File: src/hdl/irc_consts.svh
// Constants for input routing and edge capture
`ifndef IRC_CONSTS_SVH
`define IRC_CONSTS_SVH
`define IRC_NUM_BITS 36
`define IRC_ADDR_W 8
// Register index map (word addresses on the plain port)
`define IRC_A_ROUTE_CNT 8'h00
`define IRC_A_ROUTE_BASE 8'h01
`define IRC_A_ROUTE_LAST 8'h24
`define IRC_A_CAP_CNT 8'h40
`define IRC_A_CAP_CTRL 8'h41
`define IRC_A_CAP_COUNT 8'h42
`define IRC_A_CAP_POS 8'h43
`define IRC_A_CAP_RAW 8'h44
`define IRC_A_IN_WORD_LO 8'h50
`define IRC_A_IN_WORD_HI 8'h51
`define IRC_A_IRQ_STAT 8'h60
`define IRC_A_IRQ_MASK 8'h61
// Reset values
`define IRC_ROUTE_CNT_VAL 8'h24
`define IRC_CAP_CNT_VAL 8'h04
`define IRC_SRC_RST 8'h00
// Source codes
`define IRC_SRC_ZERO 8'h00
`define IRC_SRC_PIN_LO 8'h01
`define IRC_SRC_PIN_HI 8'h10
`define IRC_SRC_ENC_A 8'h44
`define IRC_SRC_ENC_B 8'h45
`define IRC_SRC_ENC_I 8'h46
`define IRC_SRC_USB 8'h47
`define IRC_SRC_DIP_LO 8'h49
`define IRC_SRC_DIP_HI 8'h50
`define IRC_SRC_ONE 8'h80
`define IRC_SRC_INV_BIT 7
// Interrupt status bits
`define IRC_IRQ_CAPTURE 0
`define IRC_IRQ_W 1
`endif

File: src/hdl/irc_pkg.sv
// Types for input routing and edge capture
package irc_pkg;
  typedef enum logic [1:0] {
    IRC_EDGE_OFF,
    IRC_EDGE_RISE,
    IRC_EDGE_FALL,
    IRC_EDGE_BOTH
  } irc_edge_t;
  typedef logic [7:0] irc_code_t;
endpackage : irc_pkg

File: src/hdl/irc_src_if.sv
// Routing sources shared between top and source decoder
`timescale 1ns/1ps
`default_nettype none
interface irc_src_if;
  logic [15:0] pins;
  logic enc_a;
  logic enc_b;
  logic enc_i;
  logic usb;
  logic [7:0] dip;
  modport src (output pins, enc_a, enc_b, enc_i, usb, dip);
  modport dst (input pins, enc_a, enc_b, enc_i, usb, dip);
endinterface : irc_src_if
`default_nettype wire

File: src/hdl/irc_route_bit.sv
// One routed bit: decodes a source code into a level
`timescale 1ns/1ps
`default_nettype none
`include "irc_consts.svh"
module irc_route_bit (
  irc_src_if.dst src,
  input wire irc_pkg::irc_code_t code_i,
  output logic bit_o
);
  import irc_pkg::*;
  logic [6:0] base;
  logic raw;
  logic valid;
  logic inv;
  always_comb begin
    base = code_i[6:0];
    inv = code_i[`IRC_SRC_INV_BIT];
    raw = 1'b0;
    valid = 1'b0;
    if (base == 7'h00) begin
      valid = 1'b1;
    end else if (base <= 7'h10) begin
      raw = src.pins[4'(base - 7'h01)];
      valid = 1'b1;
    end else if (base >= 7'h44 && base <= 7'h47) begin
      valid = 1'b1;
      case (base[1:0])
        2'h0: raw = src.enc_a;
        2'h1: raw = src.enc_b;
        2'h2: raw = src.enc_i;
        default: raw = src.usb;
      endcase
    end else if (!inv && base >= 7'h49 && base <= 7'h50) begin
      raw = src.dip[3'(base - 7'h49)];
      valid = 1'b1;
    end
    // Inverted codes 80h..90h, C4h..C7h; DIP has no inverse
    if (!valid) begin
      bit_o = 1'b0;
    end else begin
      bit_o = raw ^ inv;
    end
  end
endmodule : irc_route_bit
`default_nettype wire

File: src/hdl/irc_top.sv
// Input routing with home-switch edge capture
//
// Function
// - 36 writable 8-bit source codes at entries 01h..24h, reset 00h.
// - Entry n drives bit n-1 of the digital input word.
// - Code 00h gives constant 0, code 80h gives constant 1.
// - Codes 01h..10h route physical inputs 1..16 unchanged.
// - Codes 44h..47h encoder A, B, index, USB; 49h..50h DIP 1..8.
// - Codes 81h..90h route inverted physical inputs 1..16.
// - Codes C4h..C7h route inverted encoder A, B, index, USB.
// - Qualifying home-switch edge latches position while capture enabled.
// - Control 0 off, 1 rising, 2 falling, 3 both edges.
// - 32-bit capture count, cleared when control written 1, 2 or 3.
// - Each capture stores actual position in user units.
// - Each capture also stores the raw sensor position.
`timescale 1ns/1ps
`default_nettype none
`include "irc_consts.svh"
module irc_top (
  input wire logic CLK_SYS_I,
  input wire logic RST_N_I,
  input wire logic CE_I,
  input wire logic [`IRC_ADDR_W-1:0] ADDR_I,
  input wire logic [31:0] WDATA_I,
  input wire logic WR_I,
  input wire logic RD_I,
  output logic [31:0] RDATA_O,
  input wire logic [15:0] PIN_I,
  input wire logic ENC_A_I,
  input wire logic ENC_B_I,
  input wire logic ENC_IDX_I,
  input wire logic USB_PWR_I,
  input wire logic [7:0] DIP_I,
  input wire logic HOME_I,
  input wire logic [31:0] ACT_POS_I,
  input wire logic [31:0] RAW_POS_I,
  output logic [35:0] IN_WORD_O,
  output logic IRQ_O
);
  import irc_pkg::*;

  // ****************************************
  // Source selection
  // ****************************************
  irc_code_t src_sel_ff [`IRC_NUM_BITS];
  logic [35:0] nxt_in_word;
  irc_src_if srcs ();
  assign srcs.pins = PIN_I;
  assign srcs.enc_a = ENC_A_I;
  assign srcs.enc_b = ENC_B_I;
  assign srcs.enc_i = ENC_IDX_I;
  assign srcs.usb = USB_PWR_I;
  assign srcs.dip = DIP_I;

  logic wr_route;
  logic [5:0] route_idx;
  assign wr_route = WR_I && ADDR_I >= `IRC_A_ROUTE_BASE &&
                    ADDR_I <= `IRC_A_ROUTE_LAST;
  assign route_idx = 6'(ADDR_I - `IRC_A_ROUTE_BASE);

  genvar gi;
  generate
    for (gi = 0; gi < `IRC_NUM_BITS; gi++) begin : g_bit
      always_ff @(posedge CLK_SYS_I or negedge RST_N_I) begin
        if (!RST_N_I) begin
          src_sel_ff[gi] <= `IRC_SRC_RST;
        end else if (CE_I && wr_route && route_idx == 6'(gi)) begin
          src_sel_ff[gi] <= WDATA_I[7:0];
        end
      end
      irc_route_bit u_bit (
        .src(srcs),
        .code_i(src_sel_ff[gi]),
        .bit_o(nxt_in_word[gi])
      );
    end
  endgenerate

  always_ff @(posedge CLK_SYS_I or negedge RST_N_I) begin
    if (!RST_N_I) begin
      IN_WORD_O <= 36'h0;
    end else if (CE_I) begin
      IN_WORD_O <= nxt_in_word;
    end
  end

  // ****************************************
  // Home-switch edge capture
  // ****************************************
  // Two stages before the edge detector; the third stage is the history
  logic home_s1_ff;
  logic home_s2_ff;
  logic home_s3_ff;
  always_ff @(posedge CLK_SYS_I or negedge RST_N_I) begin
    if (!RST_N_I) begin
      home_s1_ff <= 1'b0;
      home_s2_ff <= 1'b0;
      home_s3_ff <= 1'b0;
    end else if (CE_I) begin
      home_s1_ff <= HOME_I;
      home_s2_ff <= home_s1_ff;
      home_s3_ff <= home_s2_ff;
    end
  end

  irc_edge_t cap_mode_ff;
  logic [31:0] cap_ctrl_ff;
  logic [31:0] cap_count_ff;
  logic [31:0] cap_pos_ff;
  logic [31:0] cap_raw_ff;
  logic rise;
  logic fall;
  logic hit;
  logic wr_ctrl;
  assign rise = home_s2_ff && !home_s3_ff;
  assign fall = !home_s2_ff && home_s3_ff;
  assign wr_ctrl = WR_I && ADDR_I == `IRC_A_CAP_CTRL;

  always_comb begin
    case (cap_mode_ff)
      IRC_EDGE_RISE: hit = rise;
      IRC_EDGE_FALL: hit = fall;
      IRC_EDGE_BOTH: hit = rise || fall;
      default: hit = 1'b0;
    endcase
  end

  // Full word kept for readback; only values 1..3 arm the edge logic
  always_ff @(posedge CLK_SYS_I or negedge RST_N_I) begin
    if (!RST_N_I) begin
      cap_ctrl_ff <= 32'h0;
      cap_mode_ff <= IRC_EDGE_OFF;
    end else if (CE_I && wr_ctrl) begin
      cap_ctrl_ff <= WDATA_I;
      if (WDATA_I <= 32'h3) begin
        cap_mode_ff <= irc_edge_t'(WDATA_I[1:0]);
      end else begin
        cap_mode_ff <= IRC_EDGE_OFF;
      end
    end
  end

  // Control write restarting capture wins over an edge in the same cycle
  always_ff @(posedge CLK_SYS_I or negedge RST_N_I) begin
    if (!RST_N_I) begin
      cap_count_ff <= 32'h0;
    end else if (CE_I) begin
      if (wr_ctrl && WDATA_I >= 32'h1 && WDATA_I <= 32'h3) begin
        cap_count_ff <= 32'h0;
      end else if (hit) begin
        cap_count_ff <= cap_count_ff + 32'h1;
      end else if (WR_I && ADDR_I == `IRC_A_CAP_COUNT) begin
        cap_count_ff <= WDATA_I;
      end
    end
  end

  // Edge beats a software write to the value entries
  always_ff @(posedge CLK_SYS_I or negedge RST_N_I) begin
    if (!RST_N_I) begin
      cap_pos_ff <= 32'h0;
      cap_raw_ff <= 32'h0;
    end else if (CE_I) begin
      if (hit) begin
        cap_pos_ff <= ACT_POS_I;
        cap_raw_ff <= RAW_POS_I;
      end else begin
        if (WR_I && ADDR_I == `IRC_A_CAP_POS) begin
          cap_pos_ff <= WDATA_I;
        end
        if (WR_I && ADDR_I == `IRC_A_CAP_RAW) begin
          cap_raw_ff <= WDATA_I;
        end
      end
    end
  end

  // ****************************************
  // Interrupt status and mask
  // ****************************************
  logic [`IRC_IRQ_W-1:0] irq_stat_ff;
  logic [`IRC_IRQ_W-1:0] irq_mask_ff;
  always_ff @(posedge CLK_SYS_I or negedge RST_N_I) begin
    if (!RST_N_I) begin
      irq_stat_ff <= '0;
    end else if (CE_I) begin
      // Set wins over write-one-to-clear
      irq_stat_ff[`IRC_IRQ_CAPTURE] <= hit ||
        (irq_stat_ff[`IRC_IRQ_CAPTURE] &&
         !(WR_I && ADDR_I == `IRC_A_IRQ_STAT &&
           WDATA_I[`IRC_IRQ_CAPTURE]));
    end
  end
  always_ff @(posedge CLK_SYS_I or negedge RST_N_I) begin
    if (!RST_N_I) begin
      irq_mask_ff <= '0;
    end else if (CE_I && WR_I && ADDR_I == `IRC_A_IRQ_MASK) begin
      irq_mask_ff <= WDATA_I[`IRC_IRQ_W-1:0];
    end
  end
  always_ff @(posedge CLK_SYS_I or negedge RST_N_I) begin
    if (!RST_N_I) begin
      IRQ_O <= 1'b0;
    end else if (CE_I) begin
      IRQ_O <= |(irq_stat_ff & irq_mask_ff);
    end
  end

  // ****************************************
  // Register readback
  // ****************************************
  logic [31:0] nxt_rdata;
  always_comb begin
    nxt_rdata = 32'h0;
    if (ADDR_I >= `IRC_A_ROUTE_BASE && ADDR_I <= `IRC_A_ROUTE_LAST) begin
      nxt_rdata = {24'h0, src_sel_ff[route_idx]};
    end else begin
      case (ADDR_I)
        `IRC_A_ROUTE_CNT: nxt_rdata = {24'h0, `IRC_ROUTE_CNT_VAL};
        `IRC_A_CAP_CNT: nxt_rdata = {24'h0, `IRC_CAP_CNT_VAL};
        `IRC_A_CAP_CTRL: nxt_rdata = cap_ctrl_ff;
        `IRC_A_CAP_COUNT: nxt_rdata = cap_count_ff;
        `IRC_A_CAP_POS: nxt_rdata = cap_pos_ff;
        `IRC_A_CAP_RAW: nxt_rdata = cap_raw_ff;
        `IRC_A_IN_WORD_LO: nxt_rdata = IN_WORD_O[31:0];
        `IRC_A_IN_WORD_HI: nxt_rdata = {28'h0, IN_WORD_O[35:32]};
        `IRC_A_IRQ_STAT: nxt_rdata = {31'h0, irq_stat_ff};
        `IRC_A_IRQ_MASK: nxt_rdata = {31'h0, irq_mask_ff};
        default: nxt_rdata = 32'h0;
      endcase
    end
  end
  always_ff @(posedge CLK_SYS_I or negedge RST_N_I) begin
    if (!RST_N_I) begin
      RDATA_O <= 32'h0;
    end else if (CE_I) begin
      RDATA_O <= RD_I ? nxt_rdata : 32'h0;
    end
  end

  // ****************************************
  // Assertions
  // ****************************************
  property p_src_reset;
    @(posedge CLK_SYS_I) disable iff (!RST_N_I)
    $rose(RST_N_I) |-> src_sel_ff[0] == 8'h00;
  endproperty
  a_src_reset: assert property (p_src_reset)
    else $error("bad reset code");
  // Entries picked where the bench's code sweep parks each code, except src_sel_ff[7], checked at reset code 00h
  property p_const_one;
    @(posedge CLK_SYS_I) disable iff (!RST_N_I)
    CE_I && src_sel_ff[20] == 8'h80 |=> IN_WORD_O[20];
  endproperty
  a_const_one: assert property (p_const_one)
    else $error("const one lost");
  property p_bit1_pin;
    @(posedge CLK_SYS_I) disable iff (!RST_N_I)
    CE_I && src_sel_ff[1] == 8'h01 |=> IN_WORD_O[1] == $past(PIN_I[0]);
  endproperty
  a_bit1_pin: assert property (p_bit1_pin)
    else $error("pin route wrong");
  property p_inv_pin;
    @(posedge CLK_SYS_I) disable iff (!RST_N_I)
    CE_I && src_sel_ff[0] == 8'h90 |=> IN_WORD_O[0] == !$past(PIN_I[15]);
  endproperty
  a_inv_pin: assert property (p_inv_pin)
    else $error("inverse wrong");
  property p_inv_usb;
    @(posedge CLK_SYS_I) disable iff (!RST_N_I)
    CE_I && src_sel_ff[19] == 8'hC7 |=> IN_WORD_O[19] == !$past(USB_PWR_I);
  endproperty
  a_inv_usb: assert property (p_inv_usb)
    else $error("usb inverse wrong");
  property p_dip;
    @(posedge CLK_SYS_I) disable iff (!RST_N_I)
    CE_I && src_sel_ff[8] == 8'h50 |=> IN_WORD_O[8] == $past(DIP_I[7]);
  endproperty
  a_dip: assert property (p_dip)
    else $error("dip route wrong");
  property p_bad_code;
    @(posedge CLK_SYS_I) disable iff (!RST_N_I)
    CE_I && src_sel_ff[28] == 8'hD0 |=> !IN_WORD_O[28];
  endproperty
  a_bad_code: assert property (p_bad_code)
    else $error("bad code not 0");
  property p_pin16;
    @(posedge CLK_SYS_I) disable iff (!RST_N_I)
    CE_I && src_sel_ff[16] == 8'h10 |=> IN_WORD_O[16] == $past(PIN_I[15]);
  endproperty
  a_pin16: assert property (p_pin16)
    else $error("last pin route wrong");
  property p_enc_a;
    @(posedge CLK_SYS_I) disable iff (!RST_N_I)
    CE_I && src_sel_ff[32] == 8'h44 |=> IN_WORD_O[32] == $past(ENC_A_I);
  endproperty
  a_enc_a: assert property (p_enc_a)
    else $error("encoder route wrong");
  property p_zero_code;
    @(posedge CLK_SYS_I) disable iff (!RST_N_I)
    CE_I && src_sel_ff[7] == 8'h00 |=> !IN_WORD_O[7];
  endproperty
  a_zero_code: assert property (p_zero_code)
    else $error("const zero lost");
  property p_route_write;
    @(posedge CLK_SYS_I) disable iff (!RST_N_I)
    CE_I && wr_route && route_idx == 6'h00 |=>
      src_sel_ff[0] == $past(WDATA_I[7:0]);
  endproperty
  a_route_write: assert property (p_route_write)
    else $error("code write lost");
  property p_capture;
    @(posedge CLK_SYS_I) disable iff (!RST_N_I)
    CE_I && hit && !wr_ctrl |=>
      cap_pos_ff == $past(ACT_POS_I) && cap_raw_ff == $past(RAW_POS_I) &&
      cap_count_ff == $past(cap_count_ff) + 32'h1;
  endproperty
  a_capture: assert property (p_capture)
    else $error("capture wrong");
  property p_hold_off;
    @(posedge CLK_SYS_I) disable iff (!RST_N_I)
    CE_I && cap_mode_ff == IRC_EDGE_OFF && !WR_I |=>
      $stable(cap_pos_ff) && $stable(cap_raw_ff);
  endproperty
  a_hold_off: assert property (p_hold_off)
    else $error("latch while off");
  property p_count_hold;
    @(posedge CLK_SYS_I) disable iff (!RST_N_I)
    CE_I && !hit && !WR_I |=> cap_count_ff == $past(cap_count_ff);
  endproperty
  a_count_hold: assert property (p_count_hold)
    else $error("count moved");
  property p_rise_only;
    @(posedge CLK_SYS_I) disable iff (!RST_N_I)
    CE_I && cap_mode_ff == IRC_EDGE_RISE && fall |-> !hit;
  endproperty
  a_rise_only: assert property (p_rise_only)
    else $error("edge select wrong");
  property p_count_clear;
    @(posedge CLK_SYS_I) disable iff (!RST_N_I)
    CE_I && wr_ctrl && WDATA_I == 32'h2 |=> cap_count_ff == 32'h0;
  endproperty
  a_count_clear: assert property (p_count_clear)
    else $error("no clear");
  property p_off;
    @(posedge CLK_SYS_I) disable iff (!RST_N_I)
    cap_mode_ff == IRC_EDGE_OFF |-> !hit;
  endproperty
  a_off: assert property (p_off)
    else $error("capture while off");
  c_capture: cover property (@(posedge CLK_SYS_I) CE_I && hit);
  c_irq: cover property (@(posedge CLK_SYS_I) IRQ_O);
  c_both: cover property (@(posedge CLK_SYS_I)
    cap_mode_ff == IRC_EDGE_BOTH && fall);
  c_fall: cover property (@(posedge CLK_SYS_I) CE_I &&
    cap_mode_ff == IRC_EDGE_FALL && fall);
  c_inv: cover property (@(posedge CLK_SYS_I) src_sel_ff[0] == 8'h90);
endmodule : irc_top
`default_nettype wire

File: config.mk
export PLATFORM = sky130hd
export DESIGN_NAME = irc_top
export DESIGN_NICKNAME = d
export VERILOG_FILES = /design/src/hdl/irc_pkg.sv /design/src/hdl/irc_src_if.sv /design/src/hdl/irc_route_bit.sv /design/src/hdl/irc_top.sv
export VERILOG_INCLUDE_DIRS = /design/src /design/src/hdl
export SDC_FILE = /design/constraint.sdc
export NUM_CORES = 2
export LEC_CHECK = 0
export BUFFER_PORTS_ARGS = -buffer_cell sky130_fd_sc_hd__buf_4
export CORE_ASPECT_RATIO = 0.75
export CORE_MARGIN = 4
export CORE_UTILIZATION = 28
export CTS_CLUSTER_DIAMETER = 50
export DETAILED_ROUTE_END_ITERATION = 10
export PLACE_DENSITY = 0.44
export SYNTH_ARGS = -nofsm -noshare
export SYNTH_HDL_FRONTEND = slang
export SYNTH_SLANG_ARGS = --single-unit
export TNS_END_PERCENT = 20
File: constraint.sdc
create_clock -name CLK_SYS_I -period 3.31 [get_ports CLK_SYS_I]
set_input_delay 0.662 -clock CLK_SYS_I [delete_from_list [all_inputs] [get_ports CLK_SYS_I]]
set_output_delay 0.662 -clock CLK_SYS_I [all_outputs]
set_load 0.02 [all_outputs]
# After elaboration in Yosys (flattened, before gate mapping)
# Index checks and enable logic that the tools add are counted.
# Widths: inputs -> output; s select.
[word_totals]
register_bits = 492
inputBits = 138
out_inout_bits = 69
elab_cells = 1339
[op_classes]
add_sub_neg = 74
n_lt_le_gt_ge = 257
n_eq_ne = 119
mux = 519
bitwise_logic = 38
n_reduce_logical = 283
[ops]
columns = ["operator", "count"]
rows = [
  ["$ge 7x7->1 const B", 73],
  ["$le 7x7->1 const B", 72],
  ["$mux 1", 396],
  ["$pmux 32 s10", 1],
  ["$mux 32", 9],
  ["$le 7x5->1 const B", 36],
  ["$logic_not 7->1", 36],
  ["$lt 4x5->1 const B", 36],
  ["$logic_and 1x1->1", 162],
  ["$bmux 1 s4", 36],
  ["$lt 3x4->1 const B", 36],
  ["$sub 4x1->4 const B", 36],
  ["$pmux 1 s3", 37],
  ["$bmux 1 s3", 36],
  ["$sub 3x1->3 const B", 36],
  ["$eq 6x5->1 const B", 16],
  ["$eq 2x2->1 const B", 38],
  ["$eq 2x1->1 const B", 37],
  ["$eq 8x7->1 const B", 9],
  ["$logic_not 2->1", 36],
  ["$bmux 8 s6", 1],
  ["$eq 6x4->1 const B", 8],
  ["$logic_not 1->1", 39],
  ["$xor 1x1->1", 36],
  ["other kinds (20)", 32],
]

# Logic depth before layout (Yosys ltp)
[depth]
ltp_word = 9
depth_mapped = 16
depth_no_buf = 8

# Cells and area by module
# Synthesis repeated with hierarchy kept, for this count alone.
[unflattened]
hier_cells = 3755
hier_area_um2 = 42963.7
[modules_own_cells]
columns = ["module", "n_inst", "cells_per_inst", "area_per_inst_um2", "seq_area_each_um2"]
rows = [
  ["irc_top", 1, 1964, 24254.5, 12311.8],
  ["irc_route_bit at g_bit[0].u_bit ...", 35, 50, 521.8, 0.0],
  ["irc_route_bit at g_bit[19].u_bit", 1, 41, 447.9, 0.0],
]

# Worst setup path before layout
# Ideal clock, no wire load.
[synth_path]
kind = "input-to-reg"
from = "input ADDR_I[0]"
to = "register RDATA_O[1]"
setup_ps = 78
t_arrival_ps = 4514
required_ps = 3232
setup_slack_ps = -1282
path_stages = 16
path_buffers = 9
cell_sequence = "buf_2 > buf_6 > buf_2 > buf_2 > buf_2 > inv_1 > ha_1 > clkbuf_1 > buf_1 > clkbuf_1 > buf_1 > mux4_2 > mux2i_1 > o22ai_1 > o31a_1 > o2bb2ai_1"
[synth_between]
elab_chain_len = 7
word_cells_on_any_way = 21
classes_between = "add/sub (1); order compare (2); eq/ne (9); mux (6); bitwise (1); reduce/logical (2)"
[synth_lines]
columns = ["element", "line", "text"]
rows = [
  ["start: declaration", "irc_top.sv:23", "input wire logic [`IRC_ADDR_W-1:0] ADDR_I,"],
  ["$sub 6x1->6 (no line)", "-", ""],
  ["$not 6->7 (implied by the code)", "irc_top.sv:216", "nxt_rdata = {24'h0, src_sel_ff[route_idx]};"],
  ["$bmux 8 s6", "irc_top.sv:216", ""],
  ["$mux 8 (implied by the code) (2 in series)", "irc_top.sv:216", ""],
  ["$mux 32 (*)", "irc_top.sv:215", "if (ADDR_I >= `IRC_A_ROUTE_BASE && ADDR_I <= `IRC_A_ROUTE_LAST) begin"],
  ["$mux 32 (*)", "irc_top.sv:237", "RDATA_O <= RD_I ? nxt_rdata : 32'h0;"],
  ["end signal: assignment", "irc_top.sv:237", ""],
  ["end: declaration", "irc_top.sv:27", "output logic [31:0] RDATA_O,"],
]
# Mark *: on every way between the ends. The rest lies on a longest branch, timed or not. The select of a mux whose other input is x is not followed.
# A chain may end at the register's enable or synchronous reset.

# Worst setup path after layout
[layout_path]
from = "register src_sel_ff[112] (netlist bit)"
to = "register IN_WORD_O[21]"
[layout_between]
elab_chain_len = 9
word_cells_on_any_way = 29
classes_between = "add/sub (2); order compare (5); eq/ne (2); mux (14); bitwise (1); reduce/logical (5)"
[layout_lines]
columns = ["element", "line", "text"]
rows = [
  ["start: declaration", "irc_top.sv:45", "irc_code_t src_sel_ff [`IRC_NUM_BITS];"],
  ["start signal: indexed assignment", "irc_top.sv:66", "src_sel_ff[gi] <= `IRC_SRC_RST;"],
  ["start signal: indexed assignment", "irc_top.sv:68", "src_sel_ff[gi] <= WDATA_I[7:0];"],
  ["$sub 3x1->3 / $ge 7x7->1 (equally long branches)", "irc_route_bit.sv:34, irc_route_bit.sv:33", ""],
  ["$bmux 1 s3 / $logic_and 1x1->1 (equally long branches)", "irc_route_bit.sv:34, irc_route_bit.sv:33", ""],
  ["$mux 1 (implied by the code) / $logic_and 1x1->1 (equally long branches)", "irc_route_bit.sv:34, irc_route_bit.sv:33", ""],
  ["$mux 1", "irc_route_bit.sv:33", "end else if (!inv && base >= 7'h49 && base <= 7'h50) begin"],
  ["$mux 1", "irc_route_bit.sv:25", "end else if (base >= 7'h44 && base <= 7'h47) begin"],
  ["$mux 1", "irc_route_bit.sv:22", "end else if (base <= 7'h10) begin"],
  ["$mux 1", "irc_route_bit.sv:20", "if (base == 7'h00) begin"],
  ["$xor 1x1->1", "irc_route_bit.sv:41", "bit_o = raw ^ inv;"],
  ["$mux 1 (*)", "irc_route_bit.sv:38", "if (!valid) begin"],
  ["end signal: assignment", "irc_top.sv:83", "IN_WORD_O <= nxt_in_word;"],
  ["end: declaration", "irc_top.sv:37", "output logic [35:0] IN_WORD_O,"],
]
# Marked as above.

==> flow_summary.ini <==
[clocking]
path_clk_slew_ns = 0.06
htreeDepth = 3
clock_latency_ns = 0.67
cts.hold.buffers_added = 1
cts_root_buf = clkbuf_16
cts_resized = 0
cts_buffer_depth = 3
cts_tree = done
cts_num_sinks = 492
post_cts_buffers = 0
numCtsBuffers = 72

[critical_path]
cp.arrival_ns = 3.60
worst_setup_path_start_kind = flip-flop
rr_startpoint = src_sel_ff[112]
crit_chain = inv_1 -> ha_1 -> xor2_1 -> mux4_2 -> o2111ai_1 -> o41ai_1 -> o31a_1 -> o31ai_1
critPathRequiredTime_ns = 3.87
rr_worst_depth = 8
criticalPathCategory = flip-flop to flip-flop
crit_start = src_sel_ff[112]
crit_path_max_fanout = 7
cp-end-kind = flip-flop
rr_endpoint = IN_WORD_O[21]
slowest_delay_ns = 0.65
r2r_setup_slack_ns = 0.27
worst_path_max_delay_cell = xor2_1

[grt]
grt_max_degree = 103
antenna_found_initial = 10
grt-ovfl-total = 0
grt_pass1_wl_mm = 251.7
grt_use_total_pct = 23.04
met3_usage_pct = 4.313
grt.busiest_layer = met2
use_met2_pct = 35.42
grt_pass1_vias = 32932
use_met1_pct = 32.94

[timing]
hold_violations = 0
period_share_pct = 91.80
finalCriticalPeriod_ns = 3.039
drv_slew = 0
rsz0062_at_grt = false
tightest_slew_ns = 1.341
clock_skew_ns = 0.02776
setup_viol = 0
fin_ws_ns = 0.2713
max_slew_margin_pct = 9.905
max_freq_mhz = 329.1

[synth]
synth_area_leader_cell = dfrtp_1
synth_cells = 3601
synth_commonest_cells = dfrtp_1 (492), mux2_2 (306), mux4_2 (294), clkbuf_1 (256), ha_1 (224)
synth_seq_cells = 492
ys_warn_count = 0
synth-edff-count = 0
async_reset_ff_share_pct = 100.0
ys_types = 94
synth_compound_area_share_pct = 14.63
synth_nets = 3963
synth_flop_cell = dfrtp_1
yosys.area_share.simple_pct = 11.64
yosysSeqAreaShare_pct = 30.87
synth_top_area_share_pct = 30.87
synth_top_family_by_area = multiplexers
synthAdderAreaFrac_pct = 7.028
muxShareOfSynthArea_pct = 30.08
syn_area_um2 = 39880
syn_avg_cell_area_um2 = 11.07
synth.area.top_cells = dfrtp_1 (31%), mux4_2 (17%), mux2_2 (8.6%)
synthXorXnorAreaFrac_pct = 1.581
synth.most_common_cell = dfrtp_1

[cells_and_area]
syn_to_final_growth_pct = 18.28
ff_latch_area_um2 = 12310
fin_area_um2 = 47170
fillers = 14118
drive_gt1_share_pct = 33.20
multiInputGateArea_um2 = 26060
final_nets = 4145

[run]
max_cap_viol_count = 0

[die]
pin_count = 207
die_x_um = 443.8
chipHeight_um = 334.8
die_area_um2 = 148600
core-area_um2 = 141000
initial_core_util_pct = 28.28
fp-row-count = 119

[detailed_routing]
remaining_drc_errors = 0
via_per_inst = 5.968
first_iter_violations = 3860
wl_per_cell_um = 30.77
vias = 34130
wirelength_mm = 176.0
antenna_left = 0
drtPass1Iterations = 8

[min_path]
min_from = WDATA_I[18]
min_path_cells = 2
holdPathEnd = cap_ctrl_ff[18]
hp-class = input pin to flip-flop

[power_and_ir_drop]
vdd.ir_drop.worst_v = 0.0003080
p_leak_nw = 20.27
p_per_area_nw_per_um2 = 367.7

[placed_design]
port_buffers = 206
dp_hpwl_mm = 116.7
dp_slack_ns = -0.2171
dpl_cell_area_um2 = 44720
gp_congestion = 0.8869

[run_status]
status = completed
[metrics by stage]
| stage | TNS [ns] | utilization [%] | total power (W) | std cells | hold slack [ns] |
|---|---|---|---|---|---|
| after floorplan | -88.06 | - | 0.008086 | 3601 | 0.3664 |
| after global placement | -14.46 | 31.71 | 0.009489 | 5583 | 0.4645 |
| after detailed placement | -12.32 | 31.71 | 0.009492 | 5583 | 0.4735 |
| after CTS | 0 | 33.45 | 0.01750 | 5715 | 0.1877 |
| after global routing | 0 | 33.45 | 0.01796 | 5716 | 0.2075 |
| final | 0 | 33.45 | 0.01734 | 5719 | 0.2393 |
[cells by family (layout without fill, tap and decap cells)]
logic type | after synthesis | in the layout
AOI/OAI and AO/OA | 814 | 814
and+or+nand+nor | 803 | 803
muxes | 770 | 770
DFF | 492 | 492
buffers and inverters | 426 | 665
adders and majority gates | 224 | 224
xor gates and xnor gates | 72 | 72
other | 0 | 4
[how the worst max path moves through the flow]
stage | to | slack (ns) | cells past startpoint
final | IN_WORD_O[21] | 0.27 | 8
after CTS | IN_WORD_O[21] | 0.31 | 8
after global placement | src_sel_ff[169] | -0.21 | 11
after floorplan | src_sel_ff[57] | -0.45 | 16
after detailed placement | src_sel_ff[160] | -0.22 | 11
after global routing | IN_WORD_O[21] | 0.02 | 8
[cells in the final DEF, fill, tap and decap left out, types with 19 or more instances in the layout]
master / synthesis / routed
o31ai_1: 34 / 34
o2bb2ai_1: 20 / 20
nand4_1: 19 / 19
dfrtp_1: 492 / 492
nor4b_1: 41 / 41
nand2b_1: 37 / 37
a22o_1: 20 / 19
mux2_4: 40 / 63
or4_1: 27 / 27
inv_1: 113 / 111
clkbuf_16: 0 / 72
nor2b_1: 41 / 40
o21ai_0: 111 / 111
ha_1: 224 / 223
o311ai_0: 37 / 37
nor4_1: 40 / 40
a21o_1: 30 / 30
mux2i_1: 108 / 108
a211oi_1: 19 / 19
o41ai_1: 23 / 23
xor2_1: 56 / 56
mux4_2: 294 / 294
mux2_2: 306 / 283
a31oi_1: 27 / 27
nand3_1: 34 / 34
o22ai_1: 27 / 27
nor3_1: 50 / 49
and3_1: 55 / 55
a22oi_1: 42 / 41
nor3b_1: 27 / 26
or3_1: 27 / 27
nor2_1: 143 / 142
buf_12: 1 / 32
buf_4: 1 / 387
a222oi_1: 65 / 65
mux2_1: 22 / 22
a21oi_1: 184 / 184
nand2_1: 157 / 155
[per-layer routing]
metal | part of all wire (%) | up-vias
li1 | - | 14532
met1 | 45 | 17771
met2 | 44 | 1576
met3 | 7.7 | 251
met4 | 3.2 | 0
met5 | 0 | -
[critical path: cells and delay by family (launching register included)]
kind            cells  cell delay, ns
fa+ha+maj           1            0.27
buf+inv             1            0.24
xor+xnor            1            0.65
flops               1            0.37
mux                 1            0.60
compound gates      4            0.81
[power breakdown]
group / internal, W / switching [W] / leakage, nW
clock network: 0.00456 / 0.00337 / 1.17
registers: 0.00619 / 0.000297 / 6.77
logic: 0.00120 / 0.00173 / 12.3
[state kept, by name, indices dropped and copies added, names as in the netlist, 2 cells and up]
name and flops:
cap_mode_ff 2, src_sel_ff 288, RDATA_O 32, IN_WORD_O 36, cap_count_ff 32, cap_ctrl_ff 32, cap_raw_ff 32, cap_pos_ff 32
[area by class of cell]
class | instances | share of cell area, %
Antenna cell | 4 | 0.02122
Clock buffer | 85 | 4.050
Clock inverter | 46 | 1.111
Inverter | 113 | 0.9178
Multi-Input combinational cell | 2683 | 55.25
Sequential cell | 492 | 26.10
Tap cell | 1875 | 4.973
Timing Repair Buffer | 421 | 7.570
Note: power is estimated with default switching activity, not from simulation.
